[src/pkg/limit_switch_cfg.svh]
// offsets, field positions, reset values and timing of the limit switch monitor
`ifndef LIMIT_SWITCH_CFG_SVH
`define LIMIT_SWITCH_CFG_SVH
`define LSM_OFS_CTRL      12'h000
`define LSM_OFS_CONFIG    12'h004
`define LSM_OFS_DECEL     12'h008
`define LSM_OFS_STATUS    12'h00c
`define LSM_CTRL_INIT     0
`define LSM_CTRL_RELEASE  1
`define LSM_CFG_MASK_LSB  0
`define LSM_CFG_POL_LSB   4
`define LSM_CFG_REF_LSB   8
`define LSM_ST_ERR        4
`define LSM_ST_POWER      5
`define LSM_ST_LOOP       6
`define LSM_ST_BRAKE      7
`define LSM_ST_REF        8
`define LSM_ST_EQUIP      9
`define LSM_ST_STATE_LSB  12
`define LSM_SW_NEG_STOP   0
`define LSM_SW_POS_STOP   1
`define LSM_SW_NEG_BRAKE  2
`define LSM_SW_POS_BRAKE  3
`define LSM_MASK_RESET    4'hf
`define LSM_POL_RESET     4'hf
`define LSM_REF_RESET     2'h0
`define LSM_DECEL_RESET   32'h0000_1000
`define LSM_STARTUP_TICKS 2'h3
`endif

[src/pkg/limit_switch_pkg.sv]
// types shared by the limit switch monitor
package limit_switch_pkg;
	typedef enum logic [2:0] {AX_UNINIT, AX_READY, AX_BRAKING, AX_FAULT, AX_INITED} axis_state_t;
endpackage

[src/logic/switch_sync.sv]
// two-stage synchroniser for a group of pin inputs
`timescale 1ns/100ps
module switch_sync #(
	parameter int WIDTH = 4
) (
	input  wire logic             clock,
	input  wire logic             resetn,
	input  wire logic [WIDTH-1:0] pinIn,
	output      logic [WIDTH-1:0] pinSync
);
	typedef struct packed {
		logic [WIDTH-1:0] stage1;
		logic [WIDTH-1:0] stage2;
	} sync_t;

	sync_t st;
	sync_t next_st;

	// first stage feeds only the second
	always_comb begin
		next_st.stage1 = pinIn;
		next_st.stage2 = st.stage1;
	end

	// state register
	always_ff @(posedge clock or negedge resetn) begin
		if (!resetn) begin
			st <= '0;
		end else begin
			st <= next_st;
		end
	end

	assign pinSync = st.stage2;
endmodule // switch_sync

[src/logic/limit_switch_monitor.sv]
// limit and reference switch supervision for one axis, with APB registers
//
// Behaviour
// - four switch inputs: two stops, two brakes
// - one selectable switch serves as reference
// - negative switches guard motion toward motor
// - negative stop in negative motion cuts power
// - negative brake switch starts programmed deceleration ramp
// - after braking, motor stays powered and controlled
// - brake overrun onto stop still cuts power
// - positive brake switch mirrors negative one
// - positive stop switch mirrors negative one
// - switch recognised only when mask bit set
// - cleared polarity bit means active low
// - set polarity means active high, default set
// - init command restores all axis parameters
// - equipment detected only during start-up
// - shut-off opens loop and disables stage
//
// Our own choices: the register addresses and the APB slave port.
`timescale 1ns/100ps
`include "limit_switch_cfg.svh"
module limit_switch_monitor
	import limit_switch_pkg::*;
(
	input  wire logic        clock,
	input  wire logic        resetn,
	input  wire logic        psel,
	input  wire logic        penable,
	input  wire logic        pwrite,
	input  wire logic [11:0] paddr,
	input  wire logic [31:0] pwdata,
	output      logic [31:0] prdata,
	output      logic        pready,
	output      logic        pslverr,
	input  wire logic        negHardStopSw,
	input  wire logic        posHardStopSw,
	input  wire logic        negBrakeSw,
	input  wire logic        posBrakeSw,
	input  wire logic        equipPresent,
	input  wire logic        moveNeg,
	input  wire logic        movePos,
	output      logic        powerStageEnable,
	output      logic        loopClosed,
	output      logic        brakeRamp,
	output      logic [31:0] decelValue,
	output      logic        axisError,
	output      logic        refSwitchHit
);
	typedef struct packed {
		axis_state_t axis;
		logic [3:0]  mask;
		logic [3:0]  polarity;
		logic [1:0]  refSel;
		logic [31:0] decel;
		logic [3:0]  active;
		logic [1:0]  startCnt;
		logic        detectDone;
		logic        equipDetected;
		logic        axisError;
		logic        powerOn;
		logic        brake;
		logic        refHit;
		logic        ready;
		logic        slvErr;
		logic [31:0] rdata;
	} mon_t;

	mon_t       st;
	mon_t       next_st;
	logic [4:0] pinSync;
	logic [3:0] level;
	logic       apbSetup;
	logic       apbWrite;
	logic       initCmd;
	logic       releaseCmd;
	logic       negStopHit;
	logic       posStopHit;
	logic       brakeHit;
	logic       unmapped;

	// pins pass two flip-flops before use
	switch_sync #(
		.WIDTH(5)
	) u_sync (
		.clock  (clock),
		.resetn (resetn),
		.pinIn  ({equipPresent, posBrakeSw, negBrakeSw, posHardStopSw, negHardStopSw}),
		.pinSync(pinSync)
	);

	// polarity first, masking afterwards
	assign level = pinSync[3:0] ~^ st.polarity;

	// bus strobes and commands
	assign apbSetup   = psel && !penable;
	assign apbWrite   = psel && penable && st.ready && pwrite;
	assign initCmd    = apbWrite && (paddr == `LSM_OFS_CTRL) && pwdata[`LSM_CTRL_INIT];
	assign releaseCmd = apbWrite && (paddr == `LSM_OFS_CTRL) && pwdata[`LSM_CTRL_RELEASE];

	// direction-qualified hits on the filtered switches
	assign negStopHit = st.active[`LSM_SW_NEG_STOP] && moveNeg;
	assign posStopHit = st.active[`LSM_SW_POS_STOP] && movePos;
	assign brakeHit   = (st.active[`LSM_SW_NEG_BRAKE] && moveNeg)
		|| (st.active[`LSM_SW_POS_BRAKE] && movePos);

	// address outside the register map
	assign unmapped = (paddr != `LSM_OFS_CTRL) && (paddr != `LSM_OFS_CONFIG)
		&& (paddr != `LSM_OFS_DECEL) && (paddr != `LSM_OFS_STATUS);

	// next state of the whole monitor
	always_comb begin
		next_st = st;
		next_st.active = level & st.mask;
		next_st.refHit = st.active[st.refSel];
		// start-up detection window, closed for good afterwards
		if (!st.detectDone) begin
			if (st.startCnt == `LSM_STARTUP_TICKS) begin
				next_st.detectDone    = 1'b1;
				next_st.equipDetected = pinSync[4];
			end else begin
				next_st.startCnt = st.startCnt + 2'h1;
			end
		end
		// axis sequencing
		case (st.axis)
			AX_UNINIT: begin
				if (initCmd && st.equipDetected) begin
					next_st.axis = AX_READY;
				end
			end
			AX_READY: begin
				if (negStopHit || posStopHit) begin
					next_st.axis      = AX_FAULT;
					next_st.axisError = 1'b1;
				end else if (brakeHit) begin
					next_st.axis = AX_BRAKING;
				end
			end
			AX_BRAKING: begin
				if (negStopHit || posStopHit) begin
					next_st.axis      = AX_FAULT;
					next_st.axisError = 1'b1;
				end else if (!moveNeg && !movePos) begin
					next_st.axis = AX_READY;
				end
			end
			AX_FAULT: begin
				if (initCmd) begin
					next_st.axis = AX_INITED;
				end
			end
			AX_INITED: begin
				if (initCmd) begin
					next_st.axis = AX_INITED;
				end else if (releaseCmd) begin
					next_st.axis      = AX_READY;
					next_st.axisError = 1'b0;
				end
			end
			default: begin
				next_st.axis = AX_UNINIT;
			end
		endcase
		// init from braking keeps the axis running
		if (initCmd && (st.axis == AX_BRAKING) && !negStopHit && !posStopHit) begin
			next_st.axis = AX_READY;
		end
		next_st.powerOn = (next_st.axis == AX_READY) || (next_st.axis == AX_BRAKING);
		next_st.brake   = (next_st.axis == AX_BRAKING);
		// register writes
		if (apbWrite && (paddr == `LSM_OFS_CONFIG)) begin
			next_st.mask     = pwdata[`LSM_CFG_MASK_LSB +: 4];
			next_st.polarity = pwdata[`LSM_CFG_POL_LSB +: 4];
			next_st.refSel   = pwdata[`LSM_CFG_REF_LSB +: 2];
		end else if (apbWrite && (paddr == `LSM_OFS_DECEL)) begin
			next_st.decel = pwdata;
		end
		// init overwrites whatever was changed
		if (initCmd) begin
			next_st.mask     = `LSM_MASK_RESET;
			next_st.polarity = `LSM_POL_RESET;
			next_st.refSel   = `LSM_REF_RESET;
			next_st.decel    = `LSM_DECEL_RESET;
		end
		// zero-wait slave: pready follows the setup cycle
		next_st.ready  = apbSetup;
		next_st.slvErr = 1'b0;
		next_st.rdata  = 32'h0000_0000;
		if (apbSetup) begin
			if (paddr == `LSM_OFS_CTRL) begin
				next_st.rdata = 32'h0000_0000;
			end else if (paddr == `LSM_OFS_CONFIG) begin
				next_st.rdata[`LSM_CFG_MASK_LSB +: 4] = st.mask;
				next_st.rdata[`LSM_CFG_POL_LSB +: 4]  = st.polarity;
				next_st.rdata[`LSM_CFG_REF_LSB +: 2]  = st.refSel;
			end else if (paddr == `LSM_OFS_DECEL) begin
				next_st.rdata = st.decel;
			end else if (paddr == `LSM_OFS_STATUS) begin
				next_st.rdata[3:0]                     = st.active;
				next_st.rdata[`LSM_ST_ERR]             = st.axisError;
				next_st.rdata[`LSM_ST_POWER]           = st.powerOn;
				next_st.rdata[`LSM_ST_LOOP]            = st.powerOn;
				next_st.rdata[`LSM_ST_BRAKE]           = st.brake;
				next_st.rdata[`LSM_ST_REF]             = st.refHit;
				next_st.rdata[`LSM_ST_EQUIP]           = st.equipDetected;
				next_st.rdata[`LSM_ST_STATE_LSB +: 3]  = st.axis;
			end else begin
				next_st.slvErr = 1'b1;
			end
		end
	end

	// state register
	always_ff @(posedge clock or negedge resetn) begin
		if (!resetn) begin
			st          <= '0;
			st.axis     <= AX_UNINIT;
			st.mask     <= `LSM_MASK_RESET;
			st.polarity <= `LSM_POL_RESET;
			st.refSel   <= `LSM_REF_RESET;
			st.decel    <= `LSM_DECEL_RESET;
		end else begin
			st <= next_st;
		end
	end

	// outputs straight from flops
	assign prdata           = st.rdata;
	assign pready           = st.ready;
	assign pslverr          = st.slvErr;
	assign powerStageEnable = st.powerOn;
	assign loopClosed       = st.powerOn;
	assign brakeRamp        = st.brake;
	assign decelValue       = st.decel;
	assign axisError        = st.axisError;
	assign refSwitchHit     = st.refHit;
endmodule // limit_switch_monitor

[config.mk]
export PLATFORM = sky130hd
export DESIGN_NAME = limit_switch_monitor
export DESIGN_NICKNAME = d
export VERILOG_FILES = /design/src/pkg/limit_switch_pkg.sv /design/src/logic/switch_sync.sv /design/src/logic/limit_switch_monitor.sv
export VERILOG_INCLUDE_DIRS = /design/src /design/src/pkg
export SDC_FILE = /design/constraint.sdc
export NUM_CORES = 1
export LEC_CHECK = 0
export ABC_AREA = 1
export BUFFER_PORTS_ARGS = -buffer_cell sky130_fd_sc_hd__buf_4
export CORE_MARGIN = 3
export CORE_UTILIZATION = 45
export CTS_BUF_LIST = sky130_fd_sc_hd__clkbuf_8
export CTS_CLUSTER_DIAMETER = 60
export DETAILED_ROUTE_END_ITERATION = 6
export GPL_TIMING_DRIVEN = 0
export PLACE_DENSITY = 0.7
export SLEW_MARGIN = 20
export SYNTH_ARGS = -nofsm -noshare
export SYNTH_HDL_FRONTEND = slang
export SYNTH_SLANG_ARGS = --single-unit
[constraint.sdc]
create_clock -name clock -period 3.3 [get_ports clock]
set_clock_uncertainty 0.15 [all_clocks]
set_input_delay 0.33 -clock clock [delete_from_list [all_inputs] [get_ports clock]]
set_output_delay 0.33 -clock clock [all_outputs]
set_load 0.01 [all_outputs]
### After elaboration in Yosys (flattened, before gate mapping)

Index checks and enable logic that the tools add are counted.

| word-level totals | value |
|---|---|
| memory bits (writable) | 0 |
| latch bits | 0 |
| register bits after elaboration | 101 |
| word-level logic and storage cells | 109 |
| bits of input ports | 56 |
| memory bits (read-only) | 0 |
| memories | 0 |
| output and inout port bits | 71 |

| cells by class | value |
|---|---|
| shift operators | 0 |
| bitwise operators | 4 |
| eq/ne operators | 14 |
| divide/modulo/power cells | 0 |
| magnitude comparators | 1 |
| multiplexer cells | 35 |
| add/subtract/negate cells | 1 |
| multipliers | 0 |
| reductions and logical operators | 36 |

Operators by type and width:

| cell | number |
|---|---|
| two-way mux 32 bit | 3 |
| two-way mux 42 bit | 1 |
| two-way mux 10 bit | 4 |
| two-way mux 3 bit | 11 |
| two-way mux 33 bit | 1 |
| equality test 12 x 4 -> 1 bit, second input constant | 2 |
| two-way mux 23 bit | 1 |
| logical AND 1 bit | 18 |
| two-way mux 17 bit | 1 |
| one-hot mux 3 bit (5 select lines) | 1 |
| equality test 12 x 3 -> 1 bit, second input constant | 1 |
| logical NOT 12 bit | 1 |
| equality test 3 x 2 -> 1 bit, second input constant | 3 |
| two-way mux 1 bit | 7 |
| equality test 3 x 1 -> 1 bit, second input constant | 2 |
| two-way mux 2 bit | 3 |
| inequality test 2 bit, second input constant | 3 |
| AND reduction 2 bit | 3 |
| nonzero test 2 bit | 3 |
| logical NOT 1 bit | 5 |
| bitwise AND 4 bit | 1 |
| AND reduction 4 bit | 1 |
| bitwise XNOR 4 bit | 1 |
| equality test 3 bit, second input constant | 1 |
| 10 further kinds | 13 |

### Depth between registers and ports, before layout

| logic depth | value |
|---|---|
| depth after elaboration | 11 |
| depth in mapped cells | 11 |
| mapped depth without buffers | 11 |

### Hierarchy

A second synthesis with hierarchy kept.

| unflattened totals | value |
|---|---|
| cell total of the unflattened synthesis | 482 |
| area, all modules | 4,640.7 um^2 |

Modules (own cells, without submodules):

| module | times used | sequential area each (um^2) | area each (um^2) | cells each |
|---|---|---|---|---|
| limit_switch_monitor | 1 | 2,288.4 | 4,390.5 | 472 |
| switch_sync | 1 | 250.2 | 250.2 | 10 |

### Worst setup path before layout

Ideal clock, no wire load.

| path | value |
|---|---|
| kind | input to register |
| from | input port paddr[11] |
| to | register st, in the netlist decelValue[14] |
| path buffers | 0 |
| setup time | 121 ps |
| arrival | 1,303 ps |
| stages | 9 |
| slack | 1,726 ps |
| path through | nor2_2 -> nand2_2 -> nor2_8 -> nand3_4 -> inv_4 -> nand2_4 -> nand2_8 -> inv_4 -> a22o_1 |

| on the way | value |
|---|---|
| word-level cells in the longest chain between the ends | 5 |
| elaborated cells on any way between the ends | 11 |
| those cells by class | eq/ne (3); mux (1); reduce/logical (7) |

Ends and longest elaborated chain:

| element | RTL line | RTL |
|---|---|---|
| start, declared | limit_switch_monitor.sv:31 | `input wire logic [11:0] paddr,` |
| logical NOT 12 bit (no line) | -- |  |
| logical AND 1 bit (2 in a row) | limit_switch_monitor.sv:98 | `` assign initCmd = apbWrite && (paddr == `LSM_OFS_CTRL) && pwdata[`LSM_CTRL_INIT]; `` |
| inequality test 2 bit (no line) / nonzero test 2 bit (equally long branches) | -- |  |
| AND reduction 2 bit (no line) | -- |  |
| end signal, assigned | limit_switch_monitor.sv:224 | `st <= next_st;` |
| end, declared | limit_switch_monitor.sv:69 | `mon_t st;` |

Several ways; a longest one is shown, not always the timed one.
A chain may end at the register's enable or synchronous reset.

==> impl_metrics.yaml <==
final_layout:
  drive_gt1_frac: 0.403
  finish.instance_area_um2: 6020
  fin_util: 0.607
  fin_cells: 763
  antennaDiodeCount: 0
  nNetsFinal: 682
  area_growth_pct: 29.4
sta:
  tightestPinTransition_ns: 0.885
  final.min_clock_period_ns: 1.64
  fin_crit_sh: 0.496
  drv_slew: 0
  finalHoldViolations: 0
  max_freq_mhz: 611
  setup_viol: 0
  max-slew-margin-rel: 0.410
  rsz0062_at_grt: "no"
  setup_tns_ns: 0
  fin_ws_ns: 1.66
worst_setup_path:
  crit_arrival_ns: 1.73
  r2r-start: "pready$_DFF_PN0_"
  worst_ep_required_time_ns: 3.40
  end_kind: "flop"
  start_kind: "flop"
  critical_path_class: "flop to flop"
  slowest_stage: "dfrtp_1"
  crit_chain: "nand2_1 > nor2_4 > nand3_1 > nor2_2 > nand4_1 > nand3_1 > nand2_1"
  worstSetupStartpoint: "pready$_DFF_PN0_"
  critical_path_peak_fanout: 5
  slowest_delay_ns: 0.35
pwr:
  power.density_nw_per_um2: 393
  p_leak_uw: 0.00326
  ir_drop_uv: 222
place:
  placed_cell_area_um2: 5770
  gp_congestion: 0.879
  hpwl_um: 8280
  io_buffers: 126
  dp.cells: 741
  pre_cts_ws_ns: 1.33
grt:
  grt_pass1_wl_um: 17700
  grt_antenna_before_repair: 0
  grt_usage: 0.193
  grt_max_degree: 102
  grt_overflow: 0
  grt_pass1_vias: 3679
logic_synthesis:
  ys_ff_latch: 101
  syn_avg_cell_area_um2: 9.65
  synthFlopType: "dfrtp_1"
  yosysWarnings: 0
  synthTopCellsByArea: "dfrtp_1, buf_4, nand2_1"
  synthTopCellsByCount: "dfrtp_1, nand2_1, buf_4, inv_1, nor2_1"
  yosysMostFrequentCell: "dfrtp_1"
  ys_seq_area_frac: 0.546
  netlist_instances: 482
  ys_async_sr_fraction: 1.00
  synth_cell_type_count: 34
  synthesis.area_um2: 4650
  synth_nets: 539
  synth_top_area_frac: 0.495
  netlist.top_cell.by_area: "dfrtp_1"
  synth_edf_count: 0
clocking:
  htree_num_levels: 3
  cts_buffers: 9
  cts_tree: "built"
  cts_buffer_depth: 2
  path_clk_slew_ns: 0.10
  clock_sinks: 101
  cts-root-buf: "clkbuf_8"
  clk_latency_ns: 0.36
  cts-resized-gates: 0
worst_hold_path:
  holdCritStartpoint: "pwdata[18]"
  hold_path.class: "input pin to flop"
floorplan:
  io_pins: 127
  coreArea_um2: 9910
  die_area_um2: 11600
  start_util: 0.469
  rows: 36
  fp.dieW_um: 108
  die_h_um: 108
detailed_routing:
  dr.pass1.iters: 4
  vias: 3635
  finalWirelength_um: 11000
  drt_iter0_drc: 192
  drc: 0
  postRouteAntennaNets: 0
  wl_per_cell_um: 14.4
  via_per_inst: 4.76
status:
  status: "finished clean"
run:
  cap_violations: 0
[critical path, delay by kind of cell, from the launching register on]
kind / cells / cell delay [ns]
DFF: 1 / 0.35
and+or+nand+nor: 7 / 1.03
[through the flow]
step	power, uW	hold WS, ns
after floorplan	1460	-0.116
final	2370	0.0184
after detailed placement	1620	0.186
after global routing	2470	0.0142
after CTS	2380	0.0120
after global placement	1600	0.182
[layout make-up]
cell class | count | area (um^2)
buffer | 75 | 578
clock buffer | 9 | 124
clock inverter | 7 | 67.6
fill | 853 | 3890
inverter | 72 | 280
multi-input combinational | 234 | 1250
sequential | 101 | 2540
tap | 133 | 166
timing repair buffer | 132 | 1010
[layout by cell type (no fill, tap or decap), types with 3 or more instances in the layout]
master	instances
a21oi_1	13
a22o_1	3
a22oi_1	7
a31oi_1	5
buf_4	192
buf_6	7
clkbuf_8	9
dfrtp_1	92
dfstp_2	9
dlygate4sd3_1	6
inv_1	69
nand2_1	75
nand2_2	3
nand3_1	19
nor2_1	22
nor2_2	6
nor3_1	21
o21ai_0	15
o21ai_1	9
o21ai_2	10
o22ai_1	13
[layer usage]
metal | global-route usage | up-vias | wire [um]
li1 | - | 1767 | -
met1 | 0.250 | 1719 | 4570
met2 | 0.335 | 135 | 5520
met3 | 0.0336 | 14 | 742
met4 | 0.0487 | 0 | 119
met5 | 0 | - | 0
[sequential cells by signal, indices dropped and copies added (netlist names)]
name and cells:
u_sync.pinSync 5, st 21, decelValue 32, loopClosed 1
pready 1, prdata 32, u_sync.next_st 5, axisError 1
brakeRamp 1, pslverr 1, refSwitchHit 1
[cell families (layout without fill, tap and decap cells)]
| logic type | Yosys count | in the layout | synth area share |
|---|---|---|---|
| xor+xnor | 1 | 1 | 0.00188 |
| buf+inv | 147 | 295 | 0.185 |
| simple gates | 156 | 156 | 0.164 |
| compound gates | 76 | 76 | 0.102 |
| flops | 101 | 101 | 0.546 |
| fa+ha+maj | 1 | 1 | 0.00269 |
[power by group]
group | internal [uW] | switching (uW)
Combinational | 121 | 159
Clock | 348 | 420
Sequential | 1270 | 44.3
Total | 1740 | 623
[path summary, 6_finish.rpt]
path / to / slack, ns / depth (start not counted)
max: loopClosed$_DFF_PN0_ / 1.66 / 7
min: decelValue[18]$_DFFE_PN0P_ / 0.02 / 3
max reg2reg: loopClosed$_DFF_PN0_ / 1.66 / 7
min reg2reg: u_sync.pinSync[2]$_DFF_PN0_ / 0.21 / 0
max in group asynchronous: decelValue[0]$_DFFE_PN0P_ / 1.92 / 2
min in group asynchronous: prdata[10]$_DFF_PN0_ / 0.48 / 2
[timing repair]
item,in CTS,in global routing
setup buffers,0,0
hold endpoints to repair,97,0
hold buffers,6,0
(Power assumes the default switching activity.)
